### config.mk
export PLATFORM = sky130hd
export DESIGN_NAME = nspm_power_manager
export DESIGN_NICKNAME = d
export VERILOG_FILES = /design/src/hdl/nspm_power_manager.v
export VERILOG_INCLUDE_DIRS = /design/src /design/src/hdl
export SDC_FILE = /design/constraint.sdc
export NUM_CORES = 1
export LEC_CHECK = 0
export BUFFER_PORTS_ARGS = -buffer_cell sky130_fd_sc_hd__buf_2
export CAP_MARGIN = 20
export CORE_AREA = 2 2 119 121
export DETAILED_ROUTE_END_ITERATION = 10
export DIE_AREA = 0 0 121 123
export MAX_ROUTING_LAYER = met4
export PLACE_DENSITY = 0.74
export SLEW_MARGIN = 20
export SYNTH_ARGS = -nofsm -noshare
export SYNTH_HDL_FRONTEND = slang
export SYNTH_SLANG_ARGS = --single-unit
### constraint.sdc
create_clock -name mclk -period 8.25 [get_ports mclk]
set_clock_uncertainty 0.05 [all_clocks]
set_input_delay 1.2375 -clock mclk [delete_from_list [all_inputs] [get_ports mclk]]
set_output_delay 1.2375 -clock mclk [all_outputs]
set_load 0.05 [all_outputs]
### src/hdl/nspm_regs.vh
// Register map, field positions, reset values and timing counts of the power manager
//Contract
//- Host sets hold-pin enable bit 4 of 0x05; while clear the hold pin is ignored.
//- Host-managed mode, hold enabled: hold pin high enters the low-power hold state.
//- Self-managed mode, hold enabled: hold pin high disables the I2C interface.
//- Movement flag is push-pull or open-drain with programmable active level.
//- Orientation register 0x27 resets to 0x08: axis exchange set, no reversal.
//- Writes to 0x27 reverse X, reverse Y or exchange axes of motion data.
//- After boot enter software idle, then host-managed or self-managed run once configured.
//- Host-managed run persists until I2C idle command, hold pin or supply-off pin.
//- Host-managed run never enters low power on its own, even without motion.
//- Self-managed run moves autonomously into low-power states by motion activity.
//- Hold in host-managed run finishes current frame, then stops clock; at most 1 ms.
//- In hold, clock and motion engine off; no I2C response, no motion detection; the flag still follows motionSeen in hold.
//- Registers kept in hold; release resumes run at once without re-initialization.
//- Supply-off high removes core power; release causes reset, reboot, idle, config lost.
//- Power-up delays: 20 us reset, 1 us clock startup, 450 us controller boot.
//- Flag pin driven 1 at software idle after boot, low once in run.
//- With active-low flag polarity selected, the pin stays high when entering run.
//- Self-managed mode with hold enabled: pin is an active-low I2C chip select.
`ifndef NSPM_REGS_VH
`define NSPM_REGS_VH
`define NSPM_ADDR_SYSTEM_SETUP 8'h05
`define NSPM_ADDR_ORIENTATION 8'h27
`define NSPM_ADDR_COMMAND 8'h06
`define NSPM_RST_SYSTEM_SETUP 8'h00
`define NSPM_RST_ORIENTATION 8'h08
`define NSPM_BIT_RUN_REQ 0
`define NSPM_BIT_SELF_MODE 1
`define NSPM_BIT_FLAG_ACTLOW 2
`define NSPM_BIT_FLAG_OPENDRAIN 3
`define NSPM_BIT_HOLD_EN 4
`define NSPM_BIT_REV_X 0
`define NSPM_BIT_REV_Y 1
`define NSPM_BIT_EXCHANGE 3
`define NSPM_CMD_IDLE 8'h01
`define NSPM_CLK_MHZ 50
`define NSPM_POR_US 20
`define NSPM_CLKUP_US 1
`define NSPM_BOOT_US 450
`define NSPM_POR_CYC (`NSPM_POR_US * `NSPM_CLK_MHZ)
`define NSPM_CLKUP_CYC (`NSPM_CLKUP_US * `NSPM_CLK_MHZ)
`define NSPM_BOOT_CYC (`NSPM_BOOT_US * `NSPM_CLK_MHZ)
`define NSPM_FRAME_US 1000
`define NSPM_FRAME_CYC (`NSPM_FRAME_US * `NSPM_CLK_MHZ)
`define NSPM_IDLE_FRAMES 8
`endif

### src/hdl/nspm_power_manager.v
// Power-state sequencer of the finger-navigation sensor
`include "nspm_regs.vh"
module nspm_power_manager #(
    parameter BOOT_CYC = `NSPM_BOOT_CYC,
    parameter FRAME_CYC = `NSPM_FRAME_CYC
) (
    input wire mclk,
    input wire rst,
    input wire clkEn,
    input wire holdPin,
    input wire supplyOffPin,
    input wire regWrite,
    input wire [7:0] regAddr,
    input wire [7:0] regWdata,
    output reg [7:0] regRdata,
    input wire motionSeen,
    input wire signed [7:0] rawDx,
    input wire signed [7:0] rawDy,
    output reg signed [7:0] outDx,
    output reg signed [7:0] outDy,
    output reg flagOut,
    output reg flagOe,
    output reg i2cEnable,
    output reg engineEnable,
    output reg coreClockRun,
    output reg corePowerOn,
    output reg [7:0] powerState
);
    localparam ST_OFF = 8'h01;
    localparam ST_POR = 8'h02;
    localparam ST_CLKUP = 8'h04;
    localparam ST_BOOT = 8'h08;
    localparam ST_IDLE = 8'h10;
    localparam ST_HRUN = 8'h20;
    localparam ST_SRUN = 8'h40;
    localparam ST_HOLD = 8'h80;
    localparam [7:0] SLEEP_SEL = 8'h01;

    reg hold1, hold2, off1, off2;
    reg [7:0] state;
    reg [31:0] cnt;
    reg [31:0] frameCnt;
    reg [7:0] systemSetup;
    reg [7:0] orientation;
    reg holdPending;
    reg [3:0] quietFrames;
    reg selfSleep;
    reg flagReady;
    reg [7:0] next_state;

    wire frameEnd;
    wire holdEn;
    wire selfMode;
    wire actLow;
    wire openDrain;
    wire holdReq;
    wire busOpen;
    wire wr;
    wire idleCmd;
    wire runReq;
    wire flagActive;
    wire [15:0] rawPair;
    wire [15:0] orientedPair;

    assign frameEnd = (frameCnt == FRAME_CYC - 1);
    assign holdEn = systemSetup[`NSPM_BIT_HOLD_EN];
    assign selfMode = systemSetup[`NSPM_BIT_SELF_MODE];
    assign actLow = systemSetup[`NSPM_BIT_FLAG_ACTLOW];
    assign openDrain = systemSetup[`NSPM_BIT_FLAG_OPENDRAIN];
    assign holdReq = hold2 & holdEn;
    assign busOpen = (state == ST_IDLE) | (state == ST_HRUN) |
                     ((state == ST_SRUN) & ~(holdEn & hold2));
    assign wr = regWrite & busOpen;
    assign idleCmd = wr & (regAddr == `NSPM_ADDR_COMMAND) & (regWdata == `NSPM_CMD_IDLE);
    assign runReq = systemSetup[`NSPM_BIT_RUN_REQ];
    assign flagActive = flagReady | motionSeen;
    assign rawPair = {rawDy, rawDx};

    // Pin synchronisers: two flops before use
    always @(posedge mclk) begin
        if (rst) begin
            hold1 <= 1'b0;
            hold2 <= 1'b0;
            off1 <= 1'b0;
            off2 <= 1'b0;
        end else if (clkEn) begin
            hold1 <= holdPin;
            hold2 <= hold1;
            off1 <= supplyOffPin;
            off2 <= off1;
        end
    end

    always @* begin
        next_state = state;
        case (state)
            ST_OFF: begin
                if (!off2) next_state = ST_POR;
            end
            ST_POR: begin
                if (cnt == `NSPM_POR_CYC - 1) next_state = ST_CLKUP;
            end
            ST_CLKUP: begin
                if (cnt == `NSPM_CLKUP_CYC - 1) next_state = ST_BOOT;
            end
            ST_BOOT: begin
                if (cnt == BOOT_CYC - 1) next_state = ST_IDLE;
            end
            ST_IDLE: begin
                if (runReq) next_state = selfMode ? ST_SRUN : ST_HRUN;
            end
            ST_HRUN: begin
                if (idleCmd) next_state = ST_IDLE;
                else if (holdPending && frameEnd) next_state = ST_HOLD;
            end
            ST_SRUN: begin
                if (idleCmd) next_state = ST_IDLE;
            end
            ST_HOLD: begin
                if (!holdReq) next_state = ST_HRUN;
            end
            default: begin
                next_state = ST_OFF;
            end
        endcase
        if (off2) next_state = ST_OFF;
    end

    // State and step counter
    always @(posedge mclk) begin
        if (rst) begin
            state <= ST_OFF;
            cnt <= 32'h0000_0000;
        end else if (clkEn) begin
            state <= next_state;
            if (next_state != state)
                cnt <= 32'h0000_0000;
            else
                cnt <= cnt + 32'h0000_0001;
        end
    end

    // Frame counter frozen in hold so the frame resumes where it stopped
    always @(posedge mclk) begin
        if (rst) begin
            frameCnt <= 32'h0000_0000;
            holdPending <= 1'b0;
        end else if (clkEn) begin
            if (state == ST_HRUN || state == ST_SRUN)
                frameCnt <= frameEnd ? 32'h0000_0000 : frameCnt + 32'h0000_0001;
            else if (state != ST_HOLD)
                frameCnt <= 32'h0000_0000;
            // Pending hold survives until frame end or release
            if (state == ST_HRUN && holdReq)
                holdPending <= 1'b1;
            else if (!holdReq || state != ST_HRUN)
                holdPending <= 1'b0;
        end
    end

    // Register file; loss of core power wipes configuration
    always @(posedge mclk) begin
        if (rst) begin
            systemSetup <= `NSPM_RST_SYSTEM_SETUP;
            orientation <= `NSPM_RST_ORIENTATION;
        end else if (clkEn) begin
            if (state == ST_OFF || state == ST_POR) begin
                systemSetup <= `NSPM_RST_SYSTEM_SETUP;
                orientation <= `NSPM_RST_ORIENTATION;
            end else if (wr) begin
                if (regAddr == `NSPM_ADDR_SYSTEM_SETUP)
                    systemSetup <= regWdata;
                if (regAddr == `NSPM_ADDR_ORIENTATION)
                    orientation <= regWdata;
            end
            if (idleCmd)
                systemSetup[`NSPM_BIT_RUN_REQ] <= 1'b0;
        end
    end

    // Self-managed sleep after quiet frames; motion wakes at once
    always @(posedge mclk) begin
        if (rst) begin
            quietFrames <= 4'h0;
            selfSleep <= 1'b0;
        end else if (clkEn) begin
            if (state != ST_SRUN || motionSeen) begin
                quietFrames <= 4'h0;
                selfSleep <= 1'b0;
            end else if (frameEnd && !selfSleep) begin
                if (quietFrames == `NSPM_IDLE_FRAMES - 1)
                    selfSleep <= 1'b1;
                else
                    quietFrames <= quietFrames + 4'h1;
            end
        end
    end

    // Ready indication between boot and first run
    always @(posedge mclk) begin
        if (rst) begin
            flagReady <= 1'b0;
        end else if (clkEn) begin
            if (next_state == ST_IDLE && state == ST_BOOT)
                flagReady <= 1'b1;
            else if (next_state == ST_HRUN || next_state == ST_SRUN || next_state == ST_OFF)
                flagReady <= 1'b0;
        end
    end

    // Power and clock status, one cycle behind the state
    always @(posedge mclk) begin
        if (rst) begin
            powerState <= ST_OFF;
            corePowerOn <= 1'b0;
            coreClockRun <= 1'b0;
        end else if (clkEn) begin
            powerState <= state;
            corePowerOn <= (state != ST_OFF);
            coreClockRun <= ~(state == ST_OFF || state == ST_POR || state == ST_HOLD ||
                              (state == ST_SRUN && selfSleep));
        end
    end

    // Bus stays open in self sleep so the host can reach the device
    always @(posedge mclk) begin
        if (rst) begin
            engineEnable <= 1'b0;
            i2cEnable <= 1'b0;
        end else if (clkEn) begin
            engineEnable <= (state == ST_HRUN) | (state == ST_SRUN && !selfSleep);
            i2cEnable <= busOpen;
        end
    end

    // Movement flag level follows polarity and drive style
    always @(posedge mclk) begin
        if (rst) begin
            flagOut <= 1'b0;
            flagOe <= 1'b0;
        end else if (clkEn) begin
            if (flagReady) begin
                flagOut <= 1'b1;
                flagOe <= 1'b1;
            end else if (state == ST_HRUN || state == ST_SRUN || state == ST_HOLD) begin
                flagOut <= flagActive ^ actLow;
                flagOe <= openDrain ? ~(flagActive ^ actLow) : 1'b1;
            end else begin
                flagOut <= 1'b0;
                flagOe <= 1'b0;
            end
        end
    end

    // Read data one cycle after the address
    always @(posedge mclk) begin
        if (rst) begin
            regRdata <= 8'h00;
        end else if (clkEn) begin
            case (regAddr)
                `NSPM_ADDR_SYSTEM_SETUP: regRdata <= systemSetup;
                `NSPM_ADDR_ORIENTATION: regRdata <= orientation;
                `NSPM_ADDR_COMMAND: regRdata <= state;
                default: regRdata <= 8'h00;
            endcase
        end
    end

    // Per-axis source pick, then optional sign flip
    genvar axis;
    generate
        for (axis = 0; axis < 2; axis = axis + 1) begin : g_axis
            wire [7:0] src;
            wire [7:0] flipped;
            assign src = orientation[`NSPM_BIT_EXCHANGE] ? rawPair[8 * (1 - axis) +: 8] : rawPair[8 * axis +: 8];
            assign flipped = 8'h00 - src;
            assign orientedPair[8 * axis +: 8] = orientation[`NSPM_BIT_REV_X + axis] ? flipped : src;
        end
    endgenerate

    // Vectors held at zero while the engine is off
    always @(posedge mclk) begin
        if (rst) begin
            outDx <= 8'h00;
            outDy <= 8'h00;
        end else if (clkEn) begin
            if (engineEnable) begin
                outDx <= orientedPair[7:0];
                outDy <= orientedPair[15:8];
            end else begin
                outDx <= 8'h00;
                outDy <= 8'h00;
            end
        end
    end
endmodule // nspm_power_manager

==> impl_results.md, run 1 <==
- Dpl cell area: 7769 µm²
- Post-synth net total: 949
- Routability Congestion: 0.9156
- Main combinational cell family by area after synthesis: simple AND/OR/NAND/NOR gates
- Pwr Density: 189.5 nW/µm²
- Avg Inst Size Synth: 8.091 µm²
- RSZ-0062 raised after global routing: no
- Critical path class: flop to flop
- Distinct cells, synth: 65
- H-Tree Depth: 4
- Synth Warn #: 0
- CP max stage delay: 0.60 ns
- Fin. Hold Viols: 0
- Total Neg Setup Slack: 0 ns
- Crit end category: flop
- IO Pins: 77
- Adder-cell share of the synthesized area: 0.01026
- Cell Area, Synth: 7315 µm²
- Drt first pass iters: 6
- Post-synthesis compound-gate area fraction: 0.1370
- Post-Syn Instances: 904
- CORE AREA: 13610 µm²
- Drt total wl: 17.46 mm
- Worst Path Max Fanout: 31
- Final setup fails: 0
- Vias in the first global route: 6097
- DRT iter0 DRCs: 600
- Lkg Pwr: 3.083 nW
- DR vias: 6614
- CP Cell Sequence: nor4_2 > nand3_1 > a31oi_1 > mux2i_1 > a2111oi_0 > o31a_1 > a32oi_4 > buf_4 > a211oi_2
- Max Buffers Root-to-Sink: 2
- Rel. slew slack: 0.3204
- Initial antenna violation count: 0
- Max-Cap Viols: 0
- Simple-gate portion of the synthesized area: 0.3002
- Outcome: complete, no violations
- Synth area leader: dfxtp_1
- First-pass GRT wire length: 28.89 mm
- Worst Hold Depth: 2
- Final Instance Area: 8338 µm²
- Async set-or-reset flop fraction in the synthesized netlist: 0
- Final ANT Viol Nets: 0
- Wirelength per Cell: 15.13 µm
- Maximum vdd drop: 146.7 µV
- Clock Latency Late Sink: 0.43 ns
- Die Wd: 121 µm
- Die area: 14880 µm²
- Layout cells sized above 1: 0.1643
- Clock root buffer: clkbuf_16
- Top_reg_cell synth: dfxtp_1
- Setup Fix Bufs, Post-CTS: 0
- Sequential element share of the synthesized area: 0.3750
- Pin count of the biggest net entering global routing: 79
- Slowest cell on the critical path: nor4_2
- Post-detail-place hpwl: 12.00 mm
- Hold_buf cts: 0
- PostCTS Resize Cnt: 0
- Die Y: 123 µm
- Nets: 1007
- FF-to-FF path depth: 9
- CP Launch Type: flop
- Most common cell after layout, fill and taps aside: nor2_1
- Worst-path clk slew: 0.06 ns
- Final period utilization: 0.4439
- Critical Path RT: 8.55 ns
- # clock sinks: 137
- Top cells by area, synth: dfxtp_1, nor2_1, mux2i_1
- Row cnt: 43
- WP data arrival: 3.97 ns
- DR vias/cell: 5.731
- Xor and xnor area share after synthesis: 0.07903
- Tot GR Track Use: 0.2476
- Max-slew violations: 0
- Post-synthesis mux area share: 0.06038
- Type of the worst min-delay path: flop to flop
- Final WS setup: 4.588 ns
- Syn-to-layout area delta: 13.99%
- Post-synth EDFFs: 0
- TritonCTS clock tree: built
- DR DRC count: 0
- Starting Density: 0.5374
- IO Port Bufs: 76
- Most frequent cells in the layout: nor2_1, dfxtp_1, buf_2, nand2_1, a21oi_1
- Area share of the largest cell type after synthesis: 0.3750
- Final min period: 3.662 ns
- CTS Buf Count: 17
- Synthesized flop and latch total: 137
- Pre-CTS WS: 4.419 ns
- Antenna Cells: 0
- Worst-margin pin slew: 1.011 ns
- Total grt overflow: 0
- Fmax: 273.1 MHz
## per-layer routing
metal  part of all wire  vias up  GRT usage
met4              0.019        0    0.09520
li1                   -     3323          -
met1               0.46     3076     0.3124
met3              0.051       32    0.05212
met5                  0        -          -
met2               0.47      183     0.3912
## critical path, delay by kind of cell (launching register included)
| family | cells | cell delay (ns) |
|---|---|---|
| compound gates | 5 | 1.55 |
| buf+inv | 1 | 0.30 |
| flops | 1 | 0.49 |
| mux | 1 | 0.14 |
| simple gates | 2 | 1.04 |
## cell usage after synthesis (all sizes together), types with 11 or more instances
cell,count
dfxtp,137
clkbuf,30
xnor2,24
nor2b,12
nor4,21
nand2,70
nor2,171
nand3,36
and3,11
nor3,34
a22oi,20
xor2,42
a21oi,58
buf,14
o21ai,31
inv,20
mux2i,43
nand4,28
## power by group
part | total, W | internal (W) | switching (W)
clock network | 0.000741 | 0.000449 | 0.000292
registers | 0.000686 | 0.000673 | 0.0000127
logic | 0.000154 | 0.0000519 | 0.000102
total | 0.00158 | 0.00117 | 0.000406
## final cells by class
type                            count  area (µm²)
Tap cell                          180       225.2
Fill cell                        1230        5274
Clock inverter                     12       126.4
Multi-Input combinational cell    703        4293
Clock buffer                       19       442.9
Sequential cell                   137        2743
Inverter                           20       75.07
Timing Repair Buffer               83       432.9
## sequential cells by signal (all words and copies together) (netlist names), 4 cells and up
signal and cells:
outDy 8, systemSetup 8, cnt 32, state 8
regRdata 8, quietFrames 4, orientation 8, frameCnt 32
powerState 8, outDx 8
## through the flow
stage            util  total power, W  hold slack (ns)  instances
2_1_floorplan       -       0.0008165           0.3908        904
3_3_place_gp   0.5707       0.0008507           0.4015       1123
3_5_place_dp   0.5707       0.0008528           0.4115       1123
4_1_cts        0.6126        0.001590           0.4200       1154
5_1_grt        0.6126        0.001631           0.4472       1154
6_report       0.6126        0.001580           0.4184       1154
## path summary, 6_finish.rpt
check                       to         start  slack [ns]
setup / recovery        cnt[1]      state[4]        4.59
hold / removal    coreClockRun  coreClockRun        0.42
setup reg to reg        cnt[1]      state[4]        4.59
hold reg to reg   coreClockRun  coreClockRun        0.42
## cell families after synthesis
| logic type | after synthesis |
|---|---|
| adder cells (fa/ha/maj) | 6 |
| AND/OR/NAND/NOR | 435 |
| multiplexers | 44 |
| buffers and inverters | 64 |
| AO/OA/AOI/OAI | 152 |
| flip-flops | 137 |
| XOR/XNOR | 66 |
Power figures use the tool's default switching activity.
==> inputs of run 2 (changes only) <==
CORE_AREA = 2 2 120 122   (was 2 2 119 121)
DIE_AREA = 0 0 122 124   (was 0 0 121 123)
PLACE_DENSITY = 0.76   (was 0.74)
clock period = 3.1 ns   (was 8.25 ns; I/O delays follow)
==> impl_results.md, run 2 (same netlist as run 1, synthesis figures left out) <==
- Critical Path RT: 3.32 ns (-5.23 ns)
- Slowest cell on the critical path: or4_1
- Lkg Pwr: 3.242 nW (+5.2%)
- Sequential Area: 2743 µm² (unchanged)
- CP max stage delay: 0.60 ns (about the same)
- DR DRC count: 0 (unchanged)
- Wirelength per Cell: 15.12 µm (about the same)
- Rel. slew slack: 0.2955 (-0.02487)
- Die area: 15130 µm² (+1.6%)
- Crit end category: flop
- Combinational share of power: 0.105 (+0.008)
- Multi-input logic area: 4299 µm² (+0.15%)
- Clk pwr share: 0.477 (+0.008)
- Most common cell after layout, fill and taps aside: nor2_1
- Max-Cap Viols: 0 (unchanged)
- Sequential share of power: 0.418 (-0.016)
- Initial antenna violation count: 0 (unchanged)
- Worst-path clk slew: 0.06 ns (about the same)
- Critical path class: flop to flop
- Max-slew violations: 0 (unchanged)
- Pwr Density: 503.7 nW/µm² (+170%)
- Inst Count DP: 1154 (+2.8%)
- Final setup fails: 0 (unchanged)
- Routability Congestion: 0.9594 (+4.8%)
- Drt first pass iters: 5 (-1)
- Starting Density: 0.5332 (-0.004215)
- CTS Buf Count: 17 (unchanged)
- Total Neg Setup Slack: 0 ns (unchanged)
- Cell with the most instances on the worst path: a21oi_1
- Final WS setup: 0.1141 ns (-4.474 ns)
- Layout cells sized above 1: 0.1920 (+0.02777)
- Final ANT Viol Nets: 0 (unchanged)
- DR vias: 6703 (+1.3%)
- CP Cell Sequence: or4_1 > or3b_2 > nor4_1 > o2bb2ai_1 > nor2b_1 > a21oi_1 > o41ai_1 > a21oi_1
- Pint: 0.003245 W (+180%)
- Fin. Hold Viols: 0 (unchanged)
- # clock sinks: 137 (unchanged)
- Type of the worst min-delay path: input port to flop
- Tot GR Track Use: 0.2533 (+0.005724)
- Clock root buffer: clkbuf_16
- P_sw: 0.001103 W (+170%)
- CORE AREA: 13720 µm² (+0.79%)
- RSZ-0062 raised after global routing: no
- Post-detail-place hpwl: 12.58 mm (+4.8%)
- First-pass GRT wire length: 29.88 mm (+3.4%)
- H-Tree Depth: 4 (unchanged)
- Pin count of the biggest net entering global routing: 69 (-13%)
- Outcome: complete, no violations
- IO Pins: 77 (unchanged)
- Hold_buf cts: 0 (unchanged)
- Clock Latency Late Sink: 0.42 ns (about the same)
- Total grt overflow: 0 (unchanged)
- TritonCTS clock tree: built
- Worst-margin pin slew: 1.050 ns (+0.03891 ns)
- Antenna Cells: 0 (unchanged)
- Nets: 1038 (+3.1%)
- Max Buffers Root-to-Sink: 2 (unchanged)
- Die Wd: 122 µm (+0.83%)
- Final min period: 2.986 ns (-0.6759 ns)
- WP data arrival: 3.21 ns (-0.76 ns)
- CP Launch Type: flop
- Worst Path Max Fanout: 5 (-84%)
- Final cell count without fillers: 1185 (+2.7%)
- Fillers: 1209 (-1.7%)
- Syn-to-layout area delta: 18.00%
- Largest registers: cnt (32), frameCnt (32)
- Most frequent cells in the layout: nor2_1, dfxtp_1, buf_2, nand2_1, a21oi_1
- Vias in the first global route: 6104 (+0.11%)
- IO Port Bufs: 76 (unchanged)
- Core Util, Final: 0.6291 (+0.01654)
- Pre-CTS WS: 0.1104 ns (-4.309 ns)
- Switching part of the total: 0.2536 (-0.003388)
- Fmax: 334.9 MHz (+23%)
- Final period utilization: 0.9632 (+0.5193)
- Maximum vdd drop: 388.5 µV (+160%)
- Row cnt: 43 (unchanged)
- DR vias/cell: 5.657 (-1.3%)
- DRT iter0 DRCs: 491 (-18%)
- Drt total wl: 17.91 mm (+2.6%)
- Die Y: 124 µm (+0.81%)
- Setup Fix Bufs, Post-CTS: 0 (unchanged)
==> run 2: cell types whose count changed in the layout (fill, tap and decap cells not counted), sizes merged <==
cell,before,now
buf,83,114
clkinvlp,2,5
clkbuf,19,18
inv,21,22
bufinv,2,3
clkinv,7,3
==> run 2: power groups by stage <==
stage	Combinational [W]	Sequential, W	Clock (W)
final	0.000455	0.00182	0.00208
after global routing	0.000493	0.00182	0.00217
after CTS	0.000452	0.00182	0.00211
after detailed placement	0.000449	0.00185	0
after global placement	0.000448	0.00185	0
after floorplan	0.000294	0.00188	0
==> run 2: final cells by class <==
class                           count  area share
Sequential cell                   137      0.3178
Tap cell                          180     0.02609
Timing Repair Buffer              114     0.07857
Clock inverter                     13     0.01986
Inverter                           20    0.008698
Multi-Input combinational cell    703      0.4981
Clock buffer                       18     0.05088
==> run 2: path summary, 6_finish.rpt <==
path / startpoint / endpoint / slack (ns) / cells after the start
setup / recovery: cnt[12] / flagReady / 0.11 / 8
hold / removal: supplyOffPin / off1 / 0.23 / 3
setup reg to reg: cnt[12] / flagReady / 0.11 / 8
hold reg to reg: holdPending / holdPending / 0.41 / 2
==> run 2: per-layer routing <==
metal,up-vias,part of all wire,track usage
li1,3373,-,-
met1,3118,0.46,0.3216
met2,183,0.47,0.3994
met3,29,0.051,0.06227
met4,0,0.019,0.07974
met5,-,0,-
==> run 2: repair_timing <==
action | CTS | global route
hold endpoints to repair | 0 | 0
endpoints found under the setup margin | 0 | 31
resized for setup | 0 | 1
==> run 2: critical path: cells and delay by family, from the launching register on <==
kind	cells	cell delay (ns)
simple gates	4	1.66
compound gates	4	0.77
flops	1	0.35
==> run 2: per-stage QoR <==
stage / hold slack, ns / cell area, µm² / power [W]
2_1_floorplan: 0.3908 / 7315 / 0.002173
3_3_place_gp: 0.3955 / 8014 / 0.002301
3_5_place_dp: 0.4061 / 8014 / 0.002304
4_1_cts: 0.2237 / 8625 / 0.004375
5_1_grt: 0.2508 / 8631 / 0.004485
6_report: 0.2321 / 8631 / 0.004347
==> inputs of run 3 (changes only) <==
RECOVER_POWER = 50   (was not set)
SETUP_SLACK_MARGIN = 0.4   (was not set)
==> impl_results.md, run 3 (same netlist as run 1, synthesis figures left out) <==
- CP Cell Sequence: or4_4 > or4_4 > o31a_1 > a2111oi_2 > o31a_1 > a32oi_4 > buf_6 > buf_16 > nor2_4
- Clock root buffer: clkbuf_16
- Crit end category: flop
- TritonCTS clock tree: built
- Fillers: 1110 (-8.2%)
- Most common cell after layout, fill and taps aside: nor2_1
- Largest registers: cnt (32), frameCnt (32)
- Outcome: complete, no violations
- Antenna Cells: 0 (unchanged)
- CORE AREA: 13720 µm² (unchanged)
- Row cnt: 43 (unchanged)
- Critical path class: flop to flop
- Type of the worst min-delay path: input port to flop
- Drt first pass iters: 6 (+1)
- Family with the most delay on the worst path: simple AND/OR/NAND/NOR gates
- Critical Path RT: 3.40 ns (+0.08 ns)
- RSZ-0062 raised after global routing: yes
- Total Neg Setup Slack: 0 ns (unchanged)
- Final period utilization: 0.9115 (-0.05166)
- Fin. Hold Viols: 0 (unchanged)
- WP data arrival: 3.13 ns (-0.08 ns)
- DR vias/cell: 5.885 (+4.0%)
- Routability Congestion: 0.9648 (+0.56%)
- CTS Buf Count: 17 (unchanged)
- Final WS setup: 0.2742 ns (+0.1601 ns)
- Starting Density: 0.5332 (unchanged)
- IO Pins: 77 (unchanged)
- IO Port Bufs: 76 (unchanged)
- Syn-to-layout area delta: 25.59%
- Wirelength per Cell: 16.34 µm (+8.1%)
- Maximum vdd drop: 550.9 µV (+42%)
- Die Wd: 122 µm (unchanged)
- Buf/Inv on CP: 2 (+2)
- Lkg Pwr: 3.288 nW (+1.4%)
- Most frequent cells in the layout: nor2_1, dfxtp_1, nand2_1, a21oi_1
- DRT iter0 DRCs: 527 (+7.3%)
- Hold_buf cts: 0 (unchanged)
- Pwr Density: 524.6 nW/µm² (+4.2%)
- Post-detail-place hpwl: 12.62 mm (+0.33%)
- Drt total wl: 19.66 mm (+9.7%)
- First-pass GRT wire length: 31.08 mm (+4.0%)
- DR vias: 7080 (+5.6%)
- Max-slew violations: 0 (unchanged)
- Rel. slew slack: 0.1151 (-0.1804)
- Worst-path clk slew: 0.06 ns (about the same)
- Final setup fails: 0 (unchanged)
- Fmax: 353.9 MHz (+5.7%)
- Tot GR Track Use: 0.2657 (+0.01236)
- DR DRC count: 0 (unchanged)
- Final ANT Viol Nets: 0 (unchanged)
- Slowest cell on the critical path: or4_4
- # clock sinks: 137 (unchanged)
- Final min period: 2.826 ns (-0.1601 ns)
- Pin count of the biggest net entering global routing: 53 (-23%)
- Nets: 1055 (+1.6%)
- Pre-CTS WS: 0.1490 ns (+0.03861 ns)
- Die area: 15130 µm² (unchanged)
- Initial antenna violation count: 0 (unchanged)
- CP max stage delay: 0.54 ns (-0.06 ns)
- Die Y: 124 µm (unchanged)
- Max-Cap Viols: 0 (unchanged)
- Clock Latency Late Sink: 0.42 ns (about the same)
- Max Buffers Root-to-Sink: 2 (unchanged)
- Layout cells sized above 1: 0.2033 (+0.01128)
- CP Launch Type: flop
- Vias in the first global route: 6540 (+7.1%)
- H-Tree Depth: 4 (unchanged)
- Total grt overflow: 0 (unchanged)
- Worst Path Max Fanout: 8 (+3)
- Worst-margin pin slew: 1.327 ns (+0.2776 ns)
## run 3: changes by cell type in the layout (fill, tap and decap cells not counted), moves of 6 or more
cell      delta
dfxtp_2      +7
buf_4        +6
nor2_4      +22
dfxtp_1      -8
clkbuf_1    +41
buf_2       -39
nor2_2      -18
## run 3: through the flow
| step | hold slack [ns] | instances | cell area [µm²] | total power [W] | utilization |
|---|---|---|---|---|---|
| 2_1_floorplan | 0.3908 | 904 | 7321 | 0.002172 | - |
| 3_3_place_gp | 0.3990 | 1150 | 7986 | 0.002297 | 0.5821 |
| 3_5_place_dp | 0.4009 | 1150 | 7986 | 0.002300 | 0.5821 |
| 4_1_cts | 0.2443 | 1189 | 8899 | 0.004774 | 0.6486 |
| 5_1_grt | 0.2428 | 1203 | 9186 | 0.004980 | 0.6696 |
| 6_report | 0.2441 | 1203 | 9186 | 0.004819 | 0.6696 |
## run 3: routing by layer
layer  wire length (µm)  GRT usage
met3               1189    0.06410
met4                482     0.1006
met1               8540     0.3296
met5                  0          -
met2               9443     0.4207
## run 3: cell type report
cell class / instances / area, µm² / area share
inverter: 20 / 75.07 / 0.008172
sequential: 137 / 2755 / 0.2999
clock buffer: 19 / 452.9 / 0.04931
multi-input combinational: 703 / 4576 / 0.4981
tap: 180 / 225.2 / 0.02452
clock inverter: 13 / 261.5 / 0.02847
timing repair buffer: 131 / 840.8 / 0.09153
## run 3: tightest hold or removal path, delay by kind of cell
family / cells / cell delay (ns)
muxes: 1 / 0.05
and+or+nand+nor: 1 / 0.07
buffers and inverters: 1 / 0.08
## run 3: worst paths after layout
kind	startpoint	end	slack (ns)	depth (start not counted)
setup / recovery	state[0]	cnt[7]	0.27	9
hold / removal	holdPin	hold1	0.24	3
setup reg to reg	state[0]	cnt[7]	0.27	9
hold reg to reg	coreClockRun	coreClockRun	0.41	2
## run 3: repair_timing
action / 4_1_cts / 5_1_grt
gates resized for setup: 26 / 45
setup endpoints to repair: 33 / 52
buffers inserted: 5 / 14
gates cloned: 2 / 0
pin swaps: 0 / 22
## run 3: where the power goes
group | internal (W) | switching (W)
Combinational | 0.000234 | 0.000336
Clock | 0.00164 | 0.000789
Sequential | 0.00179 | 0.0000254
Total | 0.00367 | 0.00115
